`config.mk`:
```
export PLATFORM = sky130hd
export DESIGN_NAME = dual_level_interrupt_controller
export DESIGN_NICKNAME = d
export VERILOG_FILES = /design/src/pkg/intc_pkg.sv /design/src/hw/dual_level_interrupt_controller.sv
export VERILOG_INCLUDE_DIRS = /design/src /design/src/pkg
export SDC_FILE = /design/constraint.sdc
export NUM_CORES = 1
export LEC_CHECK = 0
export BUFFER_PORTS_ARGS = -buffer_cell sky130_fd_sc_hd__buf_2
export CORE_MARGIN = 1
export CORE_UTILIZATION = 56
export CTS_CLUSTER_SIZE = 14
export DETAILED_ROUTE_END_ITERATION = 8
export GPL_TIMING_DRIVEN = 0
export PLACE_DENSITY = 0.87
export SLEW_MARGIN = 40
export SYNTH_ARGS = -nofsm -noshare
export SYNTH_HDL_FRONTEND = slang
export SYNTH_SLANG_ARGS = --single-unit
```
`constraint.sdc`:
```
create_clock -name SYS_CLK -period 2.7 [get_ports SYS_CLK]
set_input_delay 0.135 -clock SYS_CLK [delete_from_list [all_inputs] [get_ports SYS_CLK]]
set_output_delay 0.135 -clock SYS_CLK [all_outputs]
set_load 0.02 [all_outputs]
```
`src/pkg/intc_map.svh`:
```
// Register offsets, field positions and reset values of the controller
`ifndef INTC_MAP_SVH
`define INTC_MAP_SVH

// ==========================================
// Register byte addresses
`define NORMAL_PENDING_STATUS_ADDR 32'hFFFF0000
`define NORMAL_RAW_SIGNAL_ADDR 32'hFFFF0004
`define NORMAL_ENABLE_MASK_ADDR 32'hFFFF0008
`define NORMAL_ENABLE_CLEAR_ADDR 32'hFFFF000C
`define SOFTWARE_INTERRUPT_CONFIG_ADDR 32'hFFFF0010
`define FAST_PENDING_STATUS_ADDR 32'hFFFF0100
`define FAST_RAW_SIGNAL_ADDR 32'hFFFF0104
`define FAST_ENABLE_MASK_ADDR 32'hFFFF0108
`define FAST_ENABLE_CLEAR_ADDR 32'hFFFF010C

// ==========================================
// Reset values
`define STATUS_RESET 32'h00000000
`define ENABLE_RESET 32'h00000000
`define RDATA_RESET 32'h00000000

// ==========================================
// Field positions
`define SRC_FIQ_BIT 0
`define SRC_SWI_BIT 1
`define SRC_PERIPH_LO 2
`define SRC_PERIPH_HI 22
`define SRC_MOTOR_BIT 23
`define SOFTWARE_INTERRUPT_CONFIG_NORMAL_BIT 1
`define SOFTWARE_INTERRUPT_CONFIG_FAST_BIT 2
`define PERIPH_COUNT 21

`endif

```
`src/pkg/intc_pkg.sv`:
```
// Types shared by the interrupt controller
package intc_pkg;

	// ==========================================
	// Bus access phase
	typedef enum logic [1:0]
	{
		ACC_IDLE = 2'b00,
		ACC_WRITE = 2'b01,
		ACC_READ_WAIT = 2'b10,
		ACC_READ_DONE = 2'b11
	} access_t;

	// ==========================================
	// Whole state of the controller
	typedef struct packed
	{
		logic [31:0] norm_raw;
		logic [31:0] fast_raw;
		logic [31:0] norm_en;
		logic [31:0] fast_en;
		logic sw_norm;
		logic sw_fast;
		access_t op;
		logic [31:0] addr;
		logic [31:0] rdata;
		logic hready;
		logic hresp;
		logic norm_out;
		logic fast_out;
	} intc_state_t;

endpackage

```
`src/hw/dual_level_interrupt_controller.sv`:
```
// Two-path interrupt controller with AHB-Lite register slave
// Behaviour
// RULE_01 - Twenty-three sources, each with its own independent mask bit; the code ignores enable bit 1, so software is unmasked.
// RULE_02 - Fixed bit per source: 1 software, 2-22 peripherals and pins.
// RULE_03 - Bit 23 is motor trip on normal side, motor sync on fast.
// RULE_04 - Normal status is read-only raw AND enable, resets to zero.
// RULE_05 - Normal request output is OR of all 32 normal status bits.
// RULE_06 - No priority or vectors; software reads status to find source.
// RULE_07 - Raw signal bit follows its source request regardless of masks.
// RULE_08 - Normal enable bit 1 allows source, 0 masks it.
// RULE_09 - Normal clear write clears enable bits written as one only.
// RULE_10 - Fast path has identical status, raw, enable and clear registers.
// RULE_11 - Fast request output is OR of fast status bits 31 to 1.
// RULE_12 - Setting a fast enable bit clears the same normal enable bit.
// RULE_13 - Setting a normal enable bit clears the same fast enable bit.
// RULE_14 - A source may be masked on both paths at once.
// RULE_15 - Software requests are unmaskable; set only by config writes.
// RULE_16 - Config bit 1 sets or clears normal status and raw bit 1.
// RULE_17 - Config bit 2 sets or clears fast bit 1; other bits reserved.
// RULE_18 - Sources hold requests at least one controller latency.
// RULE_19 - Handlers confirm slow timer requests dropped by reading status.
// RULE_20 - Requests are level inputs registered into raw before use.
//
// The AHB-Lite slave port was chosen for this implementation.
`include "intc_map.svh"

module dual_level_interrupt_controller
(
	input wire logic SYS_CLK,
	input wire logic RST,
	input wire logic HSEL,
	input wire logic [31:0] HADDR,
	input wire logic [1:0] HTRANS,
	input wire logic HWRITE,
	input wire logic [2:0] HSIZE,
	input wire logic [31:0] HWDATA,
	input wire logic HREADY,
	output logic HREADYOUT,
	output logic HRESP,
	output logic [31:0] HRDATA,
	input wire logic [`PERIPH_COUNT-1:0] PERIPH_REQ,
	input wire logic MOTOR_TRIP,
	input wire logic MOTOR_SYNC,
	output logic NORMAL_IRQ,
	output logic FAST_IRQ
);
	import intc_pkg::*;

	// ==========================================
	// Reset image
	localparam intc_state_t RESET_STATE = '{
		norm_raw: `STATUS_RESET,
		fast_raw: `STATUS_RESET,
		norm_en: `ENABLE_RESET,
		fast_en: `ENABLE_RESET,
		sw_norm: 1'b0,
		sw_fast: 1'b0,
		op: ACC_IDLE,
		addr: 32'h00000000,
		rdata: `RDATA_RESET,
		hready: 1'b1,
		hresp: 1'b0,
		norm_out: 1'b0,
		fast_out: 1'b0
	};

	intc_state_t s_reg;
	intc_state_t s_next;
	logic [31:0] norm_sta;
	logic [31:0] fast_sta;
	logic addr_take;

	// ==========================================
	// Helpers
	function automatic logic [31:0] build_raw(
		input logic [`PERIPH_COUNT-1:0] periph,
		input logic motor,
		input logic sw,
		input logic fiq_src);
		logic [31:0] r;
		r = 32'h00000000;
		r[`SRC_FIQ_BIT] = fiq_src;
		r[`SRC_SWI_BIT] = sw;
		r[`SRC_PERIPH_HI:`SRC_PERIPH_LO] = periph;
		r[`SRC_MOTOR_BIT] = motor;
		return r;
	endfunction

	function automatic logic [31:0] status_of(
		input logic [31:0] raw,
		input logic [31:0] en,
		input logic sw);
		logic [31:0] st;
		st = raw & en;
		st[`SRC_SWI_BIT] = sw;
		return st;
	endfunction

	function automatic logic write_hit(
		input access_t op,
		input logic [31:0] addr,
		input logic [31:0] target);
		return (op == ACC_WRITE) && (addr == target);
	endfunction

	function automatic logic read_done_at(
		input access_t op,
		input logic [31:0] addr,
		input logic [31:0] target);
		return (op == ACC_READ_DONE) && (addr == target);
	endfunction

	// ==========================================
	// Status views
	// Status is raw AND enable, software bit unmaskable [RULE_04] [RULE_15]
	assign norm_sta = status_of(s_reg.norm_raw, s_reg.norm_en, s_reg.sw_norm);
	// Same structure on the fast side [RULE_10]
	assign fast_sta = status_of(s_reg.fast_raw, s_reg.fast_en, s_reg.sw_fast);

	assign addr_take = HSEL & HREADY & HTRANS[1] & s_reg.hready;

	// ==========================================
	// Next state
	always_comb
	begin
		s_next = s_reg;
		// Level requests registered each clock [RULE_20] [RULE_07]
		// Motor trip on normal side, sync on fast side [RULE_02] [RULE_03]
		s_next.norm_raw = build_raw(PERIPH_REQ, MOTOR_TRIP, s_reg.sw_norm,
			s_reg.fast_out); // [RULE_01]
		s_next.fast_raw = build_raw(PERIPH_REQ, MOTOR_SYNC, s_reg.sw_fast,
			s_reg.fast_out);
		// Request lines are ORs of status, no encoding [RULE_05] [RULE_06]
		s_next.norm_out = |norm_sta;
		s_next.fast_out = |fast_sta[31:1]; // [RULE_11]
		s_next.hresp = 1'b0;
		case (s_reg.op)
			ACC_WRITE:
			begin
				s_next.op = ACC_IDLE;
				case (s_reg.addr)
					`NORMAL_ENABLE_MASK_ADDR:
					begin
						s_next.norm_en = HWDATA; // [RULE_08]
						s_next.fast_en = s_reg.fast_en & ~HWDATA; // [RULE_13]
					end
					`NORMAL_ENABLE_CLEAR_ADDR:
					begin
						s_next.norm_en = s_reg.norm_en & ~HWDATA; // [RULE_09] [RULE_14]
					end
					`FAST_ENABLE_MASK_ADDR:
					begin
						s_next.fast_en = HWDATA; // [RULE_10]
						s_next.norm_en = s_reg.norm_en & ~HWDATA; // [RULE_12]
					end
					`FAST_ENABLE_CLEAR_ADDR:
					begin
						s_next.fast_en = s_reg.fast_en & ~HWDATA; // [RULE_10] [RULE_14]
					end
					`SOFTWARE_INTERRUPT_CONFIG_ADDR:
					begin
						s_next.sw_norm = HWDATA[`SOFTWARE_INTERRUPT_CONFIG_NORMAL_BIT]; // [RULE_16]
						s_next.sw_fast = HWDATA[`SOFTWARE_INTERRUPT_CONFIG_FAST_BIT]; // [RULE_17]
					end
					default:
					begin
						s_next.op = ACC_IDLE;
					end
				endcase
			end
			ACC_READ_WAIT:
			begin
				s_next.op = ACC_READ_DONE;
				s_next.hready = 1'b1;
				case (s_reg.addr)
					`NORMAL_PENDING_STATUS_ADDR: s_next.rdata = norm_sta;
					`NORMAL_RAW_SIGNAL_ADDR: s_next.rdata = s_reg.norm_raw;
					`NORMAL_ENABLE_MASK_ADDR: s_next.rdata = s_reg.norm_en;
					`FAST_PENDING_STATUS_ADDR: s_next.rdata = fast_sta;
					`FAST_RAW_SIGNAL_ADDR: s_next.rdata = s_reg.fast_raw;
					`FAST_ENABLE_MASK_ADDR: s_next.rdata = s_reg.fast_en;
					default: s_next.rdata = `RDATA_RESET;
				endcase
			end
			ACC_READ_DONE:
			begin
				s_next.op = ACC_IDLE;
			end
			default:
			begin
				s_next.op = ACC_IDLE;
			end
		endcase
		// New address phase; reads take one wait state
		if (addr_take)
		begin
			s_next.addr = HADDR;
			if (HWRITE)
			begin
				s_next.op = ACC_WRITE;
			end
			else
			begin
				s_next.op = ACC_READ_WAIT;
				s_next.hready = 1'b0;
			end
		end
	end

	// ==========================================
	// State register
	always_ff @(posedge SYS_CLK)
	begin
		if (RST)
		begin
			s_reg <= RESET_STATE;
		end
		else
		begin
			s_reg <= s_next;
		end
	end

	assign HREADYOUT = s_reg.hready;
	assign HRESP = s_reg.hresp;
	assign HRDATA = s_reg.rdata;
	assign NORMAL_IRQ = s_reg.norm_out;
	assign FAST_IRQ = s_reg.fast_out;

	// ==========================================
	// Checks
	a_norm_or_out: assert property ( // [RULE_05]
		@(posedge SYS_CLK) disable iff (RST)
		##1 NORMAL_IRQ == (|$past(norm_sta)))
		else $error("normal request not OR of status");

	a_fast_or_out: assert property ( // [RULE_11]
		@(posedge SYS_CLK) disable iff (RST)
		(|fast_sta[31:1]) |=> FAST_IRQ)
		else $error("fast request missing");

	a_raw_follow: assert property ( // [RULE_07]
		@(posedge SYS_CLK) disable iff (RST)
		##1 s_reg.norm_raw[22:2] == $past(PERIPH_REQ)
		&& s_reg.fast_raw[23] == $past(MOTOR_SYNC))
		else $error("raw signal does not follow request");

	a_norm_status_rd: assert property ( // [RULE_04]
		@(posedge SYS_CLK) disable iff (RST)
		read_done_at(s_reg.op, s_reg.addr, `NORMAL_PENDING_STATUS_ADDR)
		|-> HRDATA[31:2] == ($past(s_reg.norm_raw[31:2])
		& $past(s_reg.norm_en[31:2]))
		&& HRDATA[1] == $past(s_reg.sw_norm))
		else $error("normal status read wrong");

	a_en_exclusive: assert property ( // [RULE_12]
		@(posedge SYS_CLK) disable iff (RST)
		(s_reg.op == ACC_WRITE && s_reg.addr == `FAST_ENABLE_MASK_ADDR)
		|=> (s_reg.norm_en & $past(HWDATA)) == 32'h00000000
		&& s_reg.fast_en == $past(HWDATA))
		else $error("fast enable write did not clear normal");

	a_norm_en_wr: assert property ( // [RULE_13]
		@(posedge SYS_CLK) disable iff (RST)
		(s_reg.op == ACC_WRITE && s_reg.addr == `NORMAL_ENABLE_MASK_ADDR)
		|=> s_reg.norm_en == $past(HWDATA)
		&& (s_reg.fast_en & $past(HWDATA)) == 32'h00000000)
		else $error("normal enable write wrong");

	a_clear_keeps: assert property ( // [RULE_09]
		@(posedge SYS_CLK) disable iff (RST)
		(s_reg.op == ACC_WRITE && s_reg.addr == `NORMAL_ENABLE_CLEAR_ADDR)
		|=> s_reg.norm_en == ($past(s_reg.norm_en) & ~$past(HWDATA)))
		else $error("enable clear wrong");

	a_swi_status: assert property ( // [RULE_16]
		@(posedge SYS_CLK) disable iff (RST)
		write_hit(s_reg.op, s_reg.addr, `SOFTWARE_INTERRUPT_CONFIG_ADDR)
		|=> norm_sta[1] == $past(HWDATA[1])
		##1 s_reg.norm_raw[1] == $past(norm_sta[1]))
		else $error("software interrupt not applied");

	a_swi_fast: assert property ( // [RULE_17]
		@(posedge SYS_CLK) disable iff (RST)
		write_hit(s_reg.op, s_reg.addr, `SOFTWARE_INTERRUPT_CONFIG_ADDR)
		|=> fast_sta[1] == $past(HWDATA[2])
		##1 s_reg.fast_raw[1] == $past(fast_sta[1])
		&& FAST_IRQ == $past(|fast_sta[31:1]))
		else $error("fast software interrupt not applied");

	a_read_wait: assert property (
		@(posedge SYS_CLK) disable iff (RST)
		(addr_take && !HWRITE) |=> !HREADYOUT ##1 HREADYOUT)
		else $error("read wait state wrong");

	a_raw_motor_trip: assert property ( // [RULE_03]
		@(posedge SYS_CLK) disable iff (RST)
		##1 s_reg.norm_raw[23] == $past(MOTOR_TRIP)
		&& s_reg.fast_raw[22:2] == $past(PERIPH_REQ))
		else $error("trip or fast raw bits wrong");

	a_raw_fiq_bit: assert property ( // [RULE_11]
		@(posedge SYS_CLK) disable iff (RST)
		##1 s_reg.norm_raw[0] == $past(FAST_IRQ)
		&& s_reg.fast_raw[0] == $past(FAST_IRQ))
		else $error("fast request not mirrored in bit 0");

	a_en_disjoint: assert property ( // [RULE_12]
		@(posedge SYS_CLK) disable iff (RST)
		(s_reg.norm_en & s_reg.fast_en) == 32'h00000000)
		else $error("source enabled on both paths");

	a_fast_clear: assert property ( // [RULE_10]
		@(posedge SYS_CLK) disable iff (RST)
		write_hit(s_reg.op, s_reg.addr, `FAST_ENABLE_CLEAR_ADDR)
		|=> s_reg.fast_en == ($past(s_reg.fast_en) & ~$past(HWDATA))
		&& s_reg.norm_en == $past(s_reg.norm_en))
		else $error("fast enable clear wrong");

	a_clear_other: assert property ( // [RULE_14]
		@(posedge SYS_CLK) disable iff (RST)
		write_hit(s_reg.op, s_reg.addr, `NORMAL_ENABLE_CLEAR_ADDR)
		|=> s_reg.fast_en == $past(s_reg.fast_en))
		else $error("normal clear touched fast enables");

	a_status_ro: assert property ( // [RULE_04]
		@(posedge SYS_CLK) disable iff (RST)
		(write_hit(s_reg.op, s_reg.addr, `NORMAL_PENDING_STATUS_ADDR)
		|| write_hit(s_reg.op, s_reg.addr, `FAST_PENDING_STATUS_ADDR))
		|=> s_reg.norm_en == $past(s_reg.norm_en)
		&& s_reg.fast_en == $past(s_reg.fast_en)
		&& s_reg.sw_norm == $past(s_reg.sw_norm))
		else $error("status register took a write");

	a_swi_unmask: assert property ( // [RULE_15]
		@(posedge SYS_CLK) disable iff (RST)
		s_reg.sw_norm |=> NORMAL_IRQ)
		else $error("software request masked on normal path");

	a_swi_fast_unmask: assert property ( // [RULE_15]
		@(posedge SYS_CLK) disable iff (RST)
		s_reg.sw_fast |=> FAST_IRQ)
		else $error("software request masked on fast path");

	a_fast_status_rd: assert property ( // [RULE_10]
		@(posedge SYS_CLK) disable iff (RST)
		read_done_at(s_reg.op, s_reg.addr, `FAST_PENDING_STATUS_ADDR)
		|-> HRDATA[31:2] == ($past(s_reg.fast_raw[31:2])
		& $past(s_reg.fast_en[31:2]))
		&& HRDATA[1] == $past(s_reg.sw_fast))
		else $error("fast status read wrong");

	a_clear_reads_zero: assert property ( // [RULE_09]
		@(posedge SYS_CLK) disable iff (RST)
		read_done_at(s_reg.op, s_reg.addr, `NORMAL_ENABLE_CLEAR_ADDR)
		|-> HRDATA == `RDATA_RESET)
		else $error("write-only register read not zero");

	a_write_no_wait: assert property (
		@(posedge SYS_CLK) disable iff (RST)
		(addr_take && HWRITE) |=> HREADYOUT)
		else $error("write inserted a wait state");

	a_resp_okay: assert property (
		@(posedge SYS_CLK) disable iff (RST)
		!HRESP)
		else $error("response not okay");

	a_read_hold: assert property (
		@(posedge SYS_CLK) disable iff (RST)
		(s_reg.op != ACC_READ_WAIT) |=> $stable(HRDATA))
		else $error("read data changed without a read");

	a_reset_clean: assert property ( // [RULE_04]
		@(posedge SYS_CLK) disable iff (RST)
		$fell(RST) |-> s_reg.norm_en == `ENABLE_RESET
		&& s_reg.fast_en == `ENABLE_RESET
		&& HRDATA == `RDATA_RESET && HREADYOUT
		&& !NORMAL_IRQ && !FAST_IRQ)
		else $error("state not clean after reset");

endmodule

```
Word-level counts from Yosys, hierarchy flattened
Index checks and enable logic that the tools add are counted.
{"block": "classes", "eq_ne": 11, "muxes": 9, "n_bitwise": 8, "reduce_logical": 9}
{"operator": "$eq A32 B32 Y1 const B", "count": 9}
{"operator": "$pmux W32 S6", "count": 1}
{"operator": "$and A32 B32 Y32", "count": 4}
{"operator": "$pmux W32 S2", "count": 2}
{"operator": "$mux W34", "count": 1}
{"operator": "$not A32 Y32", "count": 1}
{"operator": "$reduce_or A32 Y1", "count": 1}
{"operator": "$reduce_or A31 Y1", "count": 1}
{"operator": "$reduce_and A2 Y1", "count": 3}
{"operator": "$mux W2", "count": 2}
{"operator": "$reduce_bool A2 Y1", "count": 2}
{"operator": "$reduce_or A2 Y1", "count": 2}
{"operator": "$and A1 B1 Y1", "count": 3}
{"operator": "$mux W1", "count": 3}
{"operator": "$eq A2 B1 Y1 const B", "count": 1}
{"operator": "$eq A2 B2 Y1 const B", "count": 1}
{"block": "totals", "ff_bits": 200, "input_bits": 97, "output_inout_bits": 36, "wordCells": 52}

Depth between registers and ports, before layout
Gate-level depths: netlist of run 1.
{"block": "depth", "depth_word": 4, "ltp_mapped": 7}

Worst setup path before layout of run 1
Ideal clock, no wire load.
{"block": "synth_path", "path_kind": "register to register", "from": "reg s_reg[46] (netlist name)", "to": "reg s_reg[111] (netlist name)", "arrival_ps": 1886, "t_required_ps": 2548, "path_slack_ps": 663, "path_stages_with_launch": 8, "path_buffers": 2, "synth_period_minus_slack_ps": 2037, "path_cell_list": "dfxtp_1 > nand4bb_1 > or4_4 > nor3_4 > and4bb_1 > buf_4 > buf_6 > a221oi_2"}
{"block": "synth_via", "elab_chain_len": 4, "word_cells_on_any_way": 7}
{"item": "from (decl)", "line_no": "dual_level_interrupt_controller.sv:67", "text": "intc_state_t s_reg;"}
{"item": "from (signal assigned)", "line_no": "dual_level_interrupt_controller.sv:220", "text": "s_reg <= s_next;"}
{"item": "$eq A32 B32 Y1", "line_no": "dual_level_interrupt_controller.sv:141", "text": "case (s_reg.addr)"}
{"item": "$reduce_or A2 Y1 (no source line)"}
{"item": "$reduce_bool A2 Y1 (no source line)"}
{"item": "$reduce_and A2 Y1 (no source line)"}
Several ways; a longest one is shown, not always the timed one.
A chain may end at the register's enable or synchronous reset.

Worst setup path in the final report of run 1
{"block": "layout_path", "from": "reg s_reg[36] (netlist name)", "to": "reg s_reg[91] (netlist name)"}
The elaborated chain is that of the path after synthesis.

==> results.py, run 1 <==
metrics = {
    "outcome": {
        "status": "complete, no violations",
    },
    "power": {
        "pwr-share-clk_pct": 45.5,
        "power_frac_seq_pct": 47.0,
        "leakage_nw": 3.57,
        "power.total_mw": 5.21,
        "pwr-share-comb_pct": 7.5,
        "internal_power_mw": 4.00,
        "p_per_area_nw_per_um2": 546,
        "p_sw_mw": 1.21,
        "p_sw_share_pct": 23.2,
        "ir_drop_mv": 0.447,
    },
    "finish": {
        "multi_input_area_um2": 3430,
        "area_delta_synth_final_pct": 32.3,
        "design_area_um2": 9530,
        "final-seq-area_um2": 3220,
        "largest_reg_flops": 124,
        "finalNetCount": 1151,
        "fill_cells": 795,
        "finalNonFillerCells": 1239,
        "post_route_cells_drive_above_1_share_pct": 26.1,
        "n_antenna_cell": 0,
    },
    "global_route": {
        "grt-ovfl-total": 0,
        "grt_pass1_vias": 7346,
        "grt_pass1_wl_um": 36100,
        "grt_max_degree": 17,
        "grt_use_total_pct": 36.0,
        "grt_antenna_before_repair": 0,
    },
    "clock_tree": {
        "clk_pin_slew_ps": 70,
        "clockBufferDepth": 2,
        "cts_tree": "yes",
        "cts_sinks": 161,
        "cts_root_buf": "clkbuf_16",
        "h-tree-depth": 4,
        "cts_resized": 0,
        "clock_latency_ps": 440,
        "cts_buffers": 17,
    },
    "routing": {
        "met2_length_um": 11200,
        "wl_met1_um": 8640,
        "vias": 7421,
        "drc": 0,
        "postRouteAntennaNets": 0,
        "dr.max_layer_used": "met4",
        "viasPerCell": 5.99,
        "wl_um": 23400,
        "drt_iter0_drc": 753,
        "firstDrtPassIters": 7,
        "routedWlPerCell_um": 18.9,
        "wl_met3_um": 2270,
    },
    "synthesis": {
        "synthTopCellsByArea": "dfxtp_1 45%, nand2_1 9.8%, a221oi_2 6.0%",
        "ys_seq_area_share_pct": 44.7,
        "synth.avg_cell_area_um2": 8.82,
        "synth_largest_area_cell": "dfxtp_1",
        "synth_area_um2": 7200,
        "synth_top_area_share_pct": 44.7,
        "synth_cells": 817,
        "synth_cell_types": 42,
        "yosys_warnings": 0,
        "syn_nets": 914,
        "synth-seq-cells": 161,
    },
    "placement": {
        "hpwl_um": 14200,
        "dp.cells": 1116,
        "place.gp.congestion": 0.942,
        "post_dp_cell_area_um2": 8060,
        "io_buffers": 127,
        "pre_cts_slack_ps": 359,
    },
    "floorplanning": {
        "die_y_um": 115,
        "dieArea_um2": 13300,
        "start_util_pct": 57.3,
        "ios": 133,
        "rows": 41,
        "die_w_um": 115,
        "core-area_um2": 12600,
    },
    "critical_path": {
        "path_cells": "nor4_1 -> nand3_1 -> nor4_4 -> buf_6 -> nor2_1 -> a211oi_1",
        "cp.required_ps": 3040,
        "cp_slowest_cell": "nor4_4",
        "crit_buf_inv": 1,
        "start_kind": "register",
        "crit_fanout": 10,
        "critPathKind": "reg -> reg",
        "worstPathArrival_ps": 2830,
        "critPathCaptureType": "register",
        "critPathTopFamily": "simple AND/OR/NAND/NOR gates",
        "slowest_delay_ps": 680,
    },
    "sta": {
        "finalSetupViolCount": 0,
        "min_period_ps": 2490,
        "fin_ws_ps": 210,
        "setup_tns_ps": 0,
        "rsz0062_at_grt": "no",
        "clock_skew_ps": 12.1,
        "tightestPinTransition_ps": 787,
        "hold_viol_final": 0,
        "slew_headroom_pct": 47.5,
        "finalCritPeriodShare_pct": 92.2,
        "slew_violations": 0,
        "max_freq_mhz": 402,
    },
    "hold_path": {
        "hold_class": "in -> reg",
    },
    "job": {
        "cap_violations": 0,
    },
}
worst paths after layout:
kind / startpoint / endpoint / slack (ps) / cells past startpoint
max: s_reg[36] / s_reg[91] / 210 / 6
min: HREADY / s_reg[67] / 290 / 4
max reg2reg: s_reg[36] / s_reg[91] / 210 / 6
min reg2reg: HRDATA[2] / HRDATA[2] / 450 / 2
per-stage QoR:
step           util (%)  hold slack (ps)
6_report           75.9              285
5_1_grt            75.9              329
4_1_cts            75.7              224
3_5_place_dp       64.1              350
3_3_place_gp       64.1              342
2_1_floorplan         -              216
layout make-up:
| class | count | area share [%] |
|---|---|---|
| inverter | 3 | 0.118 |
| buffer | 94 | 5.66 |
| multi-input combinational | 559 | 36.0 |
| timing repair buffer | 218 | 16.2 |
| clock inverter | 11 | 1.18 |
| tap | 172 | 2.26 |
| clock buffer | 21 | 4.83 |
| sequential | 161 | 33.8 |
power by group through the flow:
| stage | Sequential, mW | Combinational [mW] | Clock [mW] |
|---|---|---|---|
| final | 2.45 | 0.391 | 2.37 |
| after global routing | 2.45 | 0.418 | 2.47 |
| after CTS | 2.44 | 0.369 | 2.34 |
| after detailed placement | 2.50 | 0.268 | 0 |
| after global placement | 2.50 | 0.262 | 0 |
| after floorplan | 2.48 | 0.133 | 0 |
cell usage after synthesis, drive strengths merged:
cell type / number
nand2: 189
nor2b: 30
xnor2: 1
nor3b: 1
nand4: 10
a22oi: 20
nor3: 2
dfxtp: 161
conb: 1
nor2: 47
nand3: 5
inv: 3
a22o: 4
o32ai: 1
nand2b: 5
o22ai: 23
a32o: 1
mux2i: 3
mux2: 33
a31oi: 4
nor4: 7
o21ai: 56
and4bb: 1
nor4b: 2
a221oi: 36
nand4bb: 1
a211oi: 32
and4: 4
a222oi: 1
a21oi: 37
or4: 2
clkbuf: 43
buf: 51
routing by layer:
layer	vias up	GRT usage, %
li1	3344	-
met1	3451	41.6
met2	500	60.0
met3	126	8.11
met4	0	23.6
met5	-	0
cells by family after synthesis:
logic type | count (synthesis) | share of synthesized area, %
buf+inv | 97 | 7.64
compound gates | 215 | 22.5
simple gates | 306 | 19.4
flops | 161 | 44.7
other cells | 1 | 0.0521
mux | 36 | 5.57
xor+xnor | 1 | 0.122
layout by cell type, fill, tap and decap left out, types with 2 or more instances in the layout:
| cell | Yosys | routed |
|---|---|---|
| nor2_1 | 47 | 47 |
| a211oi_2 | 7 | 7 |
| mux2i_1 | 3 | 3 |
| o22ai_1 | 23 | 23 |
| nand3_1 | 5 | 5 |
| a221oi_2 | 29 | 29 |
| a221oi_1 | 7 | 7 |
| nor4_1 | 5 | 5 |
| nand2b_1 | 5 | 5 |
| mux2_2 | 33 | 33 |
| and4_1 | 4 | 4 |
| inv_1 | 3 | 3 |
| o21ai_0 | 56 | 56 |
| a22oi_1 | 20 | 20 |
| dfxtp_1 | 161 | 161 |
| nor4_4 | 2 | 2 |
| buf_2 | 2 | 129 |
| a211oi_1 | 25 | 25 |
| clkinvlp_4 | 0 | 3 |
| a31oi_1 | 4 | 4 |
| clkbuf_16 | 0 | 17 |
| buf_6 | 6 | 6 |
| a22o_1 | 4 | 4 |
| bufinv_16 | 0 | 2 |
| clkbuf_8 | 0 | 2 |
| nor2b_1 | 30 | 30 |
| buf_1 | 6 | 6 |
| clkinv_2 | 0 | 6 |
| nand4_1 | 10 | 10 |
| dlygate4sd3_1 | 0 | 89 |
| a21oi_1 | 37 | 37 |
| clkbuf_1 | 43 | 45 |
| buf_4 | 37 | 39 |
| nand2_1 | 189 | 189 |
worst reg2reg max path, cell delays in order (launching register included):
cell	delay (ps)
dfxtp_1	360
nor4_1	410
nand3_1	420
nor4_4	680
buf_6	220
nor2_1	70
a211oi_1	240
timing repair:
item                       CTS  global route
setup buffers                0             2
setup endpoints to repair    0            52
hold endpoints to repair    89             0
hold buffers                89             0
Note: power is estimated with default switching activity, not from simulation.
==> inputs of run 2 (changes only) <==
Settings changed: CORE_UTILIZATION 56 to 58, CTS_BUF_LIST from default to sky130_fd_sc_hd__clkbuf_4, PLACE_DENSITY 0.87 to 0.9.
==> results.py, run 2 (synthesis gave the netlist of run 1 again) <==
metrics = {
    "critical_path": {
        "crit_fanout": 10,
        "path_cells": "nor4b_1 -> nand4_1 -> nor3_4 -> and4bb_1 -> buf_4 -> buf_6 -> a221oi_2",
        "cp.required_ps": 3140,
        "critPathCaptureType": "register",
        "worstPathArrival_ps": 2940,
        "reg2reg_depth": 7,
        "endpoint": "s_reg[116]",
        "critPathKind": "reg -> reg",
        "regToRegSetupSlack_ps": 200,
        "cp_slowest_cell": "nor3_4",
        "cp-startpoint": "s_reg[47]",
        "start_kind": "register",
        "r2r_start": "s_reg[47]",
        "slowest_delay_ps": 450,
        "cp.depth": 7,
        "crit_buf_inv": 2,
        "critPathTopFamily": "simple AND/OR/NAND/NOR gates",
        "reg2reg_to": "s_reg[116]",
    },
    "finish": {
        "most-common-layout-cells": "189 x nand2_1, 161 x dfxtp_1, 129 x buf_2",
        "post-route-util_pct": 76.6,
        "finalNetCount": 1149,
        "area_delta_synth_final_pct": 28.3,
        "largest_reg_flops": 124,
        "design_area_um2": 9240,
        "n_antenna_cell": 0,
        "fill_cells": 759,
        "final_common_cell": "nand2_1",
        "post_route_cells_drive_above_1_share_pct": 25.8,
    },
    "routing": {
        "met2_length_um": 10800,
        "dr.max_layer_used": "met4",
        "drc": 0,
        "postRouteAntennaNets": 0,
        "wl_um": 22800,
        "vias": 7310,
        "firstDrtPassIters": 5,
        "routedWlPerCell_um": 18.5,
        "viasPerCell": 5.93,
        "wl_met3_um": 2290,
        "drt_iter0_drc": 740,
        "wl_met1_um": 8420,
    },
    "placement": {
        "hpwl_um": 14200,
        "pre_cts_slack_ps": 313,
        "place.gp.congestion": 0.943,
        "io_buffers": 127,
        "post_dp_cell_area_um2": 8050,
    },
    "clock_tree": {
        "cts_buffers": 17,
        "cts_root_buf": "clkbuf_4",
        "cts_sinks": 161,
        "cts_tree": "yes",
        "clk_pin_slew_ps": 150,
        "cts_setup_buffers": 0,
        "clock_latency_ps": 610,
        "h-tree-depth": 4,
        "clockBufferDepth": 2,
    },
    "global_route": {
        "grt-ovfl-total": 0,
        "grt_pass1_wl_um": 35700,
        "grt_max_degree": 17,
        "grt_antenna_before_repair": 0,
        "grt_use_total_pct": 36.4,
        "grt_pass1_vias": 7229,
    },
    "outcome": {
        "status": "complete, no violations",
    },
    "sta": {
        "finalSetupViolCount": 0,
        "slew_violations": 0,
        "min_period_ps": 2500,
        "fin_ws_ps": 199,
        "max_freq_mhz": 400,
        "finalCritPeriodShare_pct": 92.6,
        "setup_tns_ps": 0,
        "clock_skew_ps": 36.3,
        "rsz0062_at_grt": "no",
        "slew_headroom_pct": 46.4,
        "hold_viol_final": 0,
        "tightestPinTransition_ps": 804,
    },
    "floorplanning": {
        "rows": 40,
        "die_w_um": 113,
        "ios": 133,
        "core-area_um2": 12100,
        "start_util_pct": 59.7,
        "dieArea_um2": 12900,
        "die_y_um": 113,
    },
    "power": {
        "ir_drop_mv": 0.386,
        "leakage_nw": 3.45,
        "power.total_mw": 4.42,
        "p_per_area_nw_per_um2": 478,
    },
    "hold_path": {
        "hold_class": "in -> reg",
    },
    "job": {
        "cap_violations": 0,
    },
}
[run 2: worst register-to-register path, cell delays in order, from the launching register on]
cell      delay [ps]
dfxtp_1          350
nor4b_1          380
nand4_1          430
nor3_4           450
and4bb_1         260
buf_4            160
buf_6            200
a221oi_2          90
[run 2: layout make-up]
| type | instances | area [um2] | area share [%] |
|---|---|---|---|
| clock buffer | 18 | 135 | 1.46 |
| sequential | 161 | 3220 | 34.9 |
| timing repair buffer | 216 | 1530 | 16.5 |
| multi-input combinational | 559 | 3430 | 37.1 |
| clock inverter | 13 | 168 | 1.81 |
| inverter | 3 | 11.3 | 0.122 |
| tap | 168 | 210 | 2.27 |
| buffer | 94 | 539 | 5.83 |
[run 2: power by group]
| part | switching, mW | total (mW) | internal, mW |
|---|---|---|---|
| sequential | 0.0365 | 2.45 | 2.41 |
| combinational | 0.202 | 0.389 | 0.187 |
| clock | 0.853 | 1.58 | 0.727 |
| total | 1.09 | 4.42 | 3.32 |
[run 2: how the worst min path moves through the flow]
stage / start / cells past startpoint / slack (ps) / endpoint
after global placement: PERIPH_REQ[16] / 2 / 340 / s_reg[186]
after floorplan: RST / 1 / 220 / s_reg[169]
final: HREADY / 4 / 90 / s_reg[36]
after global routing: HREADY / 5 / 130 / s_reg[36]
after detailed placement: PERIPH_REQ[20] / 2 / 350 / s_reg[190]
after CTS: HREADY / 4 / 60 / s_reg[36]
[run 2: metrics by stage]
step,hold WS (ps),std cells
after CTS,55.9,1232
after detailed placement,350,1112
after global routing,128,1232
final,90.5,1232
after floorplan,216,817
after global placement,342,1112
[run 2: per-layer routing]
metal / vias up / GRT usage [%]
li1: 3340 / -
met1: 3348 / 41.9
met2: 493 / 60.1
met3: 129 / 10.7
met4: 0 / 21.8
met5: - / 0
[run 2: what timing repair did]
action / CTS / global route
resized for setup: 0 / 0
hold buffers: 89 / 0
setup endpoints to repair: 0 / 0
hold endpoints to repair: 129 / 0
